**config.mk**
```make
export PLATFORM = sky130hd
export DESIGN_NAME = eipd_top
export DESIGN_NICKNAME = d
export VERILOG_FILES = /design/src/hw/eipd_pkg.sv /design/src/hw/eipd_sync.sv /design/src/hw/eipd_top.sv
export SDC_FILE = /design/constraint.sdc
export NUM_CORES = 1
export LEC_CHECK = 0
export ABC_CLOCK_PERIOD_IN_PS = 1900
export BUFFER_PORTS_ARGS = -buffer_cell sky130_fd_sc_hd__buf_4
export CAP_MARGIN = 20
export CORE_UTILIZATION = 44
export CTS_BUF_LIST = sky130_fd_sc_hd__clkbuf_4 sky130_fd_sc_hd__clkbuf_8
export CTS_CLUSTER_SIZE = 24
export DETAILED_ROUTE_END_ITERATION = 6
export GPL_TIMING_DRIVEN = 0
export PLACE_DENSITY = 0.83
export REMOVE_ABC_BUFFERS = 1
export SYNTH_ARGS = -nofsm -noshare
export SYNTH_HDL_FRONTEND = slang
export SYNTH_SLANG_ARGS = --single-unit
```
**constraint.sdc**
```tcl
create_clock -name aclk -period 1.9 [get_ports aclk]
set_clock_uncertainty 0.15 [all_clocks]
set_input_delay 0.38 -clock aclk [delete_from_list [all_inputs] [get_ports aclk]]
set_output_delay 0.38 -clock aclk [all_outputs]
set_load 0.1 [all_outputs]
```
**src/hw/eipd_pkg.sv**
```systemverilog
package eipd_pkg;
   // register byte address of the status and control register
   localparam logic [3:0] EIPD_CTRL_ADDR = 4'h0;
   // field positions inside the status and control register
   localparam int EIPD_MODE_BIT = 0;
   localparam int EIPD_IE_BIT = 1;
   localparam int EIPD_ACK_BIT = 2;
   localparam int EIPD_FLAG_BIT = 3;
   localparam int EIPD_PE_BIT = 4;
   localparam int EIPD_POL_BIT = 5;
   localparam int EIPD_PDD_BIT = 6;
   // control bits after reset: everything off
   localparam logic [7:0] EIPD_CTRL_RESET = 8'h00;
   // axi response codes
   localparam logic [1:0] EIPD_RESP_OKAY = 2'h0;
   localparam logic [1:0] EIPD_RESP_SLVERR = 2'h2;
   // synchroniser depth
   localparam int EIPD_SYNC_STAGES = 2;

   // control fields held by software
   typedef struct packed {
      logic pull_device_disable;
      logic polarity_select;
      logic pin_function_enable;
      logic interrupt_enable;
      logic detect_mode_select;
   } eipd_ctrl_t;

   // pad control towards the pin
   typedef struct packed {
      logic pull_enable;
      logic pull_up;
   } eipd_pad_t;
endpackage

```
**src/hw/eipd_sync.sv**
```systemverilog
`timescale 1ns/1ns
// two flip-flop synchroniser for one level, frozen by the clock enable
module eipd_sync
   import eipd_pkg::*;
(
   input wire logic aclk,
   input wire logic aresetn,
   input wire logic clk_en,
   input wire logic d_in,
   output logic q_out
);
   // state of the synchroniser
   typedef struct packed {
      logic [EIPD_SYNC_STAGES-1:0] stage;
   } eipd_sync_st_t;

   eipd_sync_st_t st_reg;
   eipd_sync_st_t st_next;

   // shift the pin into the chain
   always_comb begin
      st_next = st_reg;
      st_next.stage = {st_reg.stage[EIPD_SYNC_STAGES-2:0], d_in};
   end

   // register the chain
   always_ff @(posedge aclk) begin
      if (!aresetn) begin
         st_reg <= '0;
      end else if (clk_en) begin
         st_reg <= st_next;
      end
   end

   // only the last stage leaves the module
   assign q_out = st_reg.stage[EIPD_SYNC_STAGES-1];
endmodule

```
**src/hw/eipd_top.sv**
```systemverilog
// Design decisions made here: the AXI4-Lite register port and the placing of the registers.
`timescale 1ns/1ns
// Function
// - bit 4 enables pin detection
// - bit 5 picks falling or rising polarity
// - bit 0 picks edge or edge-and-level
// - bit 6 turns internal pull off
// - rising polarity makes pull a pull-down
// - bit 3 event flag, hardware set, read-only
// - bit 2 write one clears flag, reads zero
// - level mode: ack fails while pin asserted
// - bit 1 routes flag to interrupt request
// - level mode keeps flag set while asserted
// - bit 4 also drives the registered wake enable; no pin path while clocks stopped
module eipd_top
   import eipd_pkg::*;
(
   input wire logic aclk,
   input wire logic aresetn,
   input wire logic clk_en,
   input wire logic irq_pin,
   input wire logic [3:0] s_axi_awaddr,
   input wire logic [2:0] s_axi_awprot,
   input wire logic s_axi_awvalid,
   output logic s_axi_awready,
   input wire logic [31:0] s_axi_wdata,
   input wire logic [3:0] s_axi_wstrb,
   input wire logic s_axi_wvalid,
   output logic s_axi_wready,
   output logic [1:0] s_axi_bresp,
   output logic s_axi_bvalid,
   input wire logic s_axi_bready,
   input wire logic [3:0] s_axi_araddr,
   input wire logic [2:0] s_axi_arprot,
   input wire logic s_axi_arvalid,
   output logic s_axi_arready,
   output logic [31:0] s_axi_rdata,
   output logic [1:0] s_axi_rresp,
   output logic s_axi_rvalid,
   input wire logic s_axi_rready,
   output eipd_pkg::eipd_pad_t pad_ctrl,
   output logic irq_request,
   output logic wake_enable
);
   import eipd_pkg::*;

   // whole state of the block apart from the synchroniser chain in u_sync
   typedef struct packed {
      eipd_ctrl_t ctrl;          // software control bits
      logic event_flag;          // sticky event flag
      logic prev_sample;         // previous synchronised pin sample
      logic aw_held;             // write address taken, waiting for data
      logic [3:0] aw_addr;       // held write address
      logic w_held;              // write data taken, waiting for address
      logic [31:0] w_data;       // held write data
      logic w_strb0;             // held strobe of the low byte
      logic awready;             // registered ready outputs
      logic wready;
      logic arready;
      logic bvalid;              // write response pending
      logic [1:0] bresp;
      logic rvalid;              // read data pending
      logic [31:0] rdata;
      logic [1:0] rresp;
      eipd_pad_t pad;            // registered pad control
      logic irq_req;             // registered interrupt request
      logic wake_en;             // registered wake enable
   } eipd_state_t;

   eipd_state_t st_reg;
   eipd_state_t st_next;
   logic pin_sync;               // synchronised pin level

   eipd_sync u_sync (
      .aclk(aclk),
      .aresetn(aresetn),
      .clk_en(clk_en),
      .d_in(irq_pin),
      .q_out(pin_sync)
   );

   // next-state logic
   always_comb begin
      logic asserted;            // pin at its asserted level
      logic prev_asserted;       // previous sample at asserted level
      logic edge_seen;           // deasserted to asserted transition
      logic level_hold;          // level mode holding the flag
      logic set_evt;             // hardware sets the flag
      logic ack_wr;              // software acknowledge this cycle
      logic do_wr;               // a write completes this cycle
      logic [3:0] wa;            // effective write address
      logic [31:0] wd;           // effective write data
      logic ws;                  // effective low-byte strobe
      asserted = 1'b0;
      prev_asserted = 1'b0;
      edge_seen = 1'b0;
      level_hold = 1'b0;
      set_evt = 1'b0;
      ack_wr = 1'b0;
      do_wr = 1'b0;
      wa = '0;
      wd = '0;
      ws = 1'b0;
      st_next = st_reg;

      asserted = st_reg.ctrl.polarity_select ? pin_sync : ~pin_sync;
      prev_asserted = st_reg.ctrl.polarity_select ? st_reg.prev_sample : ~st_reg.prev_sample;
      st_next.prev_sample = pin_sync;
      edge_seen = asserted && !prev_asserted;
      level_hold = st_reg.ctrl.detect_mode_select && asserted;
      set_evt = st_reg.ctrl.pin_function_enable && (edge_seen || level_hold);

      // write channel: take address and data in either order
      st_next.awready = 1'b0;
      st_next.wready = 1'b0;
      if (s_axi_awvalid && st_reg.awready) begin
         st_next.aw_held = 1'b1;
         st_next.aw_addr = s_axi_awaddr;
      end
      if (s_axi_wvalid && st_reg.wready) begin
         st_next.w_held = 1'b1;
         st_next.w_data = s_axi_wdata;
         st_next.w_strb0 = s_axi_wstrb[0];
      end
      if (st_reg.aw_held && st_reg.w_held && !st_reg.bvalid) begin
         // both halves present: perform the write
         do_wr = 1'b1;
         wa = st_reg.aw_addr;
         wd = st_reg.w_data;
         ws = st_reg.w_strb0;
         st_next.aw_held = 1'b0;
         st_next.w_held = 1'b0;
         st_next.bvalid = 1'b1;
         st_next.bresp = (wa == EIPD_CTRL_ADDR) ? EIPD_RESP_OKAY : EIPD_RESP_SLVERR;
      end else begin
         // offer ready only for an empty holding slot
         st_next.awready = !st_next.aw_held && !st_reg.awready && !st_reg.bvalid;
         st_next.wready = !st_next.w_held && !st_reg.wready && !st_reg.bvalid;
      end
      if (st_reg.bvalid && s_axi_bready) begin
         // response taken
         st_next.bvalid = 1'b0;
      end

      // register write with low-byte strobe
      if (do_wr && ws && wa == EIPD_CTRL_ADDR) begin
         st_next.ctrl.pull_device_disable = wd[EIPD_PDD_BIT];
         st_next.ctrl.polarity_select = wd[EIPD_POL_BIT];
         st_next.ctrl.pin_function_enable = wd[EIPD_PE_BIT];
         st_next.ctrl.interrupt_enable = wd[EIPD_IE_BIT];
         st_next.ctrl.detect_mode_select = wd[EIPD_MODE_BIT];
         ack_wr = wd[EIPD_ACK_BIT];
      end

      if (ack_wr) begin
         st_next.event_flag = 1'b0;
      end
      if (set_evt) begin
         st_next.event_flag = 1'b1;
      end

      // read channel
      st_next.arready = 1'b0;
      if (s_axi_arvalid && st_reg.arready) begin
         st_next.rvalid = 1'b1;
         st_next.rdata = '0;
         st_next.rresp = EIPD_RESP_SLVERR;
         if (s_axi_araddr == EIPD_CTRL_ADDR) begin
            st_next.rdata[EIPD_PDD_BIT] = st_reg.ctrl.pull_device_disable;
            st_next.rdata[EIPD_POL_BIT] = st_reg.ctrl.polarity_select;
            st_next.rdata[EIPD_PE_BIT] = st_reg.ctrl.pin_function_enable;
            st_next.rdata[EIPD_FLAG_BIT] = st_reg.event_flag;
            st_next.rdata[EIPD_IE_BIT] = st_reg.ctrl.interrupt_enable;
            st_next.rdata[EIPD_MODE_BIT] = st_reg.ctrl.detect_mode_select;
            st_next.rresp = EIPD_RESP_OKAY;
         end
      end else if (st_reg.rvalid && s_axi_rready) begin
         // read data taken
         st_next.rvalid = 1'b0;
      end else if (!st_reg.rvalid && !st_reg.arready) begin
         // ready for the next read
         st_next.arready = 1'b1;
      end

      // pull on unless disabled, only when enabled
      st_next.pad.pull_enable = st_next.ctrl.pin_function_enable
         && !st_next.ctrl.pull_device_disable;
      // rising polarity turns pull into pull-down
      st_next.pad.pull_up = !st_next.ctrl.polarity_select;
      st_next.irq_req = st_next.ctrl.interrupt_enable && st_next.event_flag;
      st_next.wake_en = st_next.ctrl.pin_function_enable;
   end

   // state register, frozen while clock enable is low
   always_ff @(posedge aclk) begin
      if (!aresetn) begin
         st_reg <= '0;
         st_reg.ctrl <= eipd_ctrl_t'(5'h00);
         st_reg.pad.pull_up <= 1'b1;
      end else if (clk_en) begin
         st_reg <= st_next;
      end
   end

   // outputs straight from flip-flops
   assign s_axi_awready = st_reg.awready;
   assign s_axi_wready = st_reg.wready;
   assign s_axi_bresp = st_reg.bresp;
   assign s_axi_bvalid = st_reg.bvalid;
   assign s_axi_arready = st_reg.arready;
   assign s_axi_rdata = st_reg.rdata;
   assign s_axi_rresp = st_reg.rresp;
   assign s_axi_rvalid = st_reg.rvalid;
   assign pad_ctrl = st_reg.pad;
   assign irq_request = st_reg.irq_req;
   assign wake_enable = st_reg.wake_en;
endmodule

```
== Yosys cells after proc, flatten, opt, wreduce, memory -nomap -nowiden ==
Index checks and enable logic that the tools add are counted.

* Mux-type cells: 25
* Reductions and logical operators: 42
* Divide/modulo/power cells: 0
* Order comparisons: 0
* Bitwise operators: 2
* Shifts and indexed selects: 0
* $mul: 0
* Equality and inequality tests: 0
* $add $sub $neg: 0

{| class="wikitable"
|+ Operators by type and width
! kind !! number
|-
| 34-bit two-way mux || 1
|-
| 1-bit logical AND || 19
|-
| 1-bit two-way mux || 15
|-
| 2-bit AND reduction || 7
|-
| 4-bit logical NOT || 3
|-
| 4-bit two-way mux || 3
|-
| 1-bit logical NOT || 10
|-
| 5-bit two-way mux || 2
|-
| 7-bit two-way mux || 1
|-
| 2-bit two-way mux || 2
|-
| 2-bit nonzero test || 2
|-
| 3-bit two-way mux || 1
|-
| 1-bit NOT || 2
|-
| 1-bit logical OR || 1
|}

* Memories kept: 0
* Input port bits: 59
* Latch bits: 0
* Bits in registers: 66
* Memory bits (read-only): 0
* Memory bits (writable): 0
* Output and inout bits: 45

== Longest topological paths before layout ==
* Depth after elaboration: 9
* Gate-level depth with buffers: 5
* Gate-level depth less buffers: 4

== By module ==
From an unflattened synthesis, not the netlist that was laid out.

* Cells, all modules: 196
* Area, all modules: 1861.8 µm²

{| class="wikitable"
|+ Modules (own cells, without submodules)
! module !! times used !! area an instance (µm²) !! cells each
|-
| eipd_top || 1 || 1789.2 || 190
|-
| eipd_sync || 1 || 72.6 || 6
|}

== Worst setup path before layout ==
Ideal clock, no wire load.

* Path type: register -> register
* Start: register st_reg, in the netlist s_axi_bvalid
* End: register st_reg, in the netlist pad_ctrl[1]
* Stages on the path, launching flop included: 6
* Setup slack: -0.441 ns
* Library setup time: 0.091 ns
* Required time: 1.659 ns
* Data arrival time: 2.100 ns
* Path through: dfxtp_1 > and4b_4 > and2_1 > buf_6 > or3b_1 > a311oi_1

* Word-level cells in the longest chain between the ends: 8
* Elaborated cells between the ends (all ways): 12

{| class="wikitable"
|+ Ends and longest elaborated chain
! item !! RTL line !! text
|-
| start: declaration || eipd_top.sv:70 || <nowiki>eipd_state_t st_reg;</nowiki>
|-
| start signal: assignment || eipd_top.sv:201 || <nowiki>st_reg <= st_next;</nowiki>
|-
| 1-bit logical NOT (*) || eipd_top.sv:125 || <nowiki>if (st_reg.aw_held && st_reg.w_held && !st_reg.bvalid) begin</nowiki>
|-
| 1-bit logical AND (*) || eipd_top.sv:125 ||
|-
| 4-bit two-way mux or 1-bit two-way mux (tied branches) || eipd_top.sv:125 ||
|-
| 4-bit logical NOT or 1-bit logical AND (tied branches) || eipd_top.sv:146 || <nowiki>if (do_wr && ws && wa == EIPD_CTRL_ADDR) begin</nowiki>
|-
| 1-bit logical AND || eipd_top.sv:146 ||
|-
| 5-bit two-way mux (*) || eipd_top.sv:146 ||
|-
| 1-bit logical NOT || eipd_top.sv:187 || <nowiki>&& !st_next.ctrl.pull_device_disable;</nowiki>
|-
| 1-bit logical AND (*) || eipd_top.sv:187 ||
|}

Mark *: on every way between the ends. The rest lies on a longest branch, timed or not.
A chain may end at the register's enable or synchronous reset.

== Worst setup path in the final report ==
* Start: register st_reg[80] (netlist name)
* End: register st_reg, in the netlist pad_ctrl[0]

* Word-level cells in the longest chain between the ends: 5

{| class="wikitable"
|+ Ends and longest elaborated chain
! item !! RTL line !! text
|-
| 4-bit two-way mux || eipd_top.sv:125 ||
|-
| 4-bit logical NOT || eipd_top.sv:146 ||
|-
| 1-bit logical AND || eipd_top.sv:146 ||
|-
| 5-bit two-way mux || eipd_top.sv:146 ||
|-
| 1-bit logical NOT || eipd_top.sv:189 || <nowiki>st_next.pad.pull_up = !st_next.ctrl.polarity_select;</nowiki>
|}

Every way passes these cells.

==> summary.txt <==
Route
  – DRT iter0 DRCs: 47
  – Vias per std cell: 4.80
  – Via count: 1,296
  – # DRC: 0
  – 1st-pass router iterations: 4
  – Antenna viol nets, final: 0
  – Mean routed wirelength per cell: roughly 11 um
  – DRT Wirelength: 3070 um

Cells and area
  – Layout cells sized above 1: 23.4%
  – Nets: 281
  – Layout Area Growth over Synthesis: 14.0%
  – Fillers: approximately 350
  – Max FFs per register: 19
  – # diodes: 0
  – Final core occ: 53.1%

Setup path
  – Worst setup path category: reg -> reg
  – Worst EP required: 1960 ps
  – Crit end category: register
  – Worst Setup SP: st_reg[80]
  – Data arrival, critical path: roughly 1800 ps
  – Kind of start point of the critical path: register
  – Critical path peak fanout: 7
  – RR Startpoint: st_reg[80]

Power and ir drop
  – Comb power frac: around a quarter
  – Internal Power: 1160 uW
  – Sw Pwr: roughly 630 uW
  – Net Sw Frac: 35.0%
  – Maximum VDD drop: slightly below 0.4 mV
  – Pleak: 0.000930 uW
  – Pwr per Cell Area: 906 nW/um2
  – Clock network fraction of design power: 29.9%
  – Sequential power share: 46.5%

Global routing
  – Grt ovf: 0
  – Initial antenna violation count: 0
  – Wire length of the first global-routing pass: 5110 um
  – Pin count of the biggest net entering global routing: 35
  – Vias in the first global route: 1,168
  – GRT Util Overall: 16.2%

Logic synthesis
  – Async S/R FF share, synth: 0%
  – Area share of the largest cell type after synthesis: a little over two fifths
  – Yosys top cell by area: dfxtp_1
  – Mapped Area: ~1700 um2
  – Ys Warns: 0
  – Syn avg cell area: 9.02 um2
  – Most instantiated cells after synthesis: buf_4 (38), dfxtp_1 (38), nor2_1 (27), mux2i_1 (17), nand2_1 (12)
  – EDFF count, synth: 0
  – Sequential share of the synthesized area: 43.9%
  – Synth Instances: 192
  – Post-synth top flop: dfxtp_1
  – Top cells by area, synth: dfxtp_1 (44%), buf_4 (16%), mux2i_1 (9.8%), nor2_1 (5.9%), a21oi_1 (3.2%)
  – Distinct cells, synth: 34
  – Synth Register Bits: 38

Clocking
  – Post-CTS Hold Buffers: 0
  – H-tree lvl count: 2
  – Clock tree buffer depth: 2
  – Worst skew pair latency: roughly 280 ps
  – CTS Root Cell: clkbuf_8
  – CTS buffer count: 5
  – Sink Count: 38
  – CTS clk-pin slew, worst paths: 70 ps
  – CTS tree: done

STA
  – Fmax: ~590 MHz
  – Slew Limit Fails: 0
  – Final Hold Viols: 0
  – RSZ-0062 raised after global routing: false
  – Worst-margin pin slew: 541 ps
  – Period utilization: 89.9%
  – Final min period: approximately 1700 ps
  – Fin worst setup slack: 191 ps
  – Setup tns final: 0 ps
  – Slew headroom: between 60% and 70%
  – Final setup vio count: 0

Place
  – Routability congestion estimate: ~0.74
  – DP HPWL: between 2000 and 2500 um
  – IO buf count: 40
  – Pre-CTS WS: -155 ps

Floorplanning
  – Chip height: approximately 65 um
  – Full die area: 4190 um2
  – Row cnt: 22
  – Initial Util: a little under half
  – Die Width: 64.7 um
  – Ports: 104
  – Core Region: 3720 um2

Outcome
  – Status: finished, final reports clean

Hold path
  – Worst Hold Launch: s_axi_awaddr[2]
  – Hold WC Path Type: in -> reg

Run
  – Max cap viols: 0
==> critical path, cell delays in order (launching register included) <==
cell	delay, ps
dfxtp_1	340
nor4_4	350
and2_2	300
mux2_2	360
o211ai_1	140
==> layout by cell type (no fill, tap or decap), drive strengths merged <==
cell type  instances
a211oi             1
a21oi             11
a22oi              7
a311oi             1
a31oi              1
and2               1
and4b              1
buf               40
clkbuf             7
clkinvlp           1
conb              28
dfxtp             38
inv                3
mux2               1
mux2i             17
nand2             12
nand2b             1
nand3              9
nand3b             1
nor2              27
nor2b              1
nor3               1
nor4               1
o211ai             1
o21ai              2
o21bai             1
o22ai              1
o41ai              1
or3                3
or3b               1
or4                1
==> logic make-up (layout without fill, tap and decap cells) <==
family                 Yosys count  in the layout  share of synthesized area [%]
AOI/OAI and AO/OA               27             27                           9.83
buffers and inverters           48             51                           19.1
DFF                             38             38                           43.9
muxes                           18             18                           10.5
other                            1             28                          0.217
and+or+nand+nor                 60             60                           16.4
==> metal layers <==
metal | vias up | GRT usage (%) | part of all wire, %
met2 | 57 | 24.5 | 45
li1 | 645 | - | -
met4 | 0 | 10.0 | 2.3
met1 | 587 | 20.0 | 46
met5 | - | 0 | 0
met3 | 7 | 4.58 | 6.9
==> power by group through the flow <==
stage / Combinational [uW] / Sequential, uW / Clock [uW]
6_report: 422 / 833 / 535
2_1_floorplan: 288 / 910 / 0
3_3_place_gp: 417 / 849 / 0
5_1_grt: 438 / 834 / 590
4_1_cts: 420 / 832 / 547
3_5_place_dp: 420 / 850 / 0
==> final timing paths <==
check	cells past startpoint	slack, ps	endpoint
worst max register to register	4	190	pad_ctrl[0]
worst min-delay path	3	170	st_reg[81]
worst min register to register	2	330	st_reg[87]
worst max-delay path	4	190	pad_ctrl[0]
==> through the flow <==
step	hold slack, ps	total power, uW	cells	cell area (um2)
2_1_floorplan	298	1200	175	1520
3_3_place_gp	316	1270	263	1880
3_5_place_dp	323	1270	263	1880
4_1_cts	174	1800	270	1960
5_1_grt	180	1860	270	1970
6_report	172	1790	270	1970
==> repair_timing <==
action	4_1_cts	5_1_grt
gates resized for setup	0	3
endpoints found under the setup margin	0	2
endpoints found under the hold margin	0	0
buffers inserted	0	0
==> layout make-up <==
class	count	area (um2)	share of cell area [%]
sequential	38	761	38.5
tap	48	60.1	3.04
timing repair buffer	40	300	15.2
multi-input combinational	133	751	38.0
clock buffer	7	83.8	4.25
inverter	4	18.8	0.951
No activity file was read; power rests on OpenSTA's default activity.
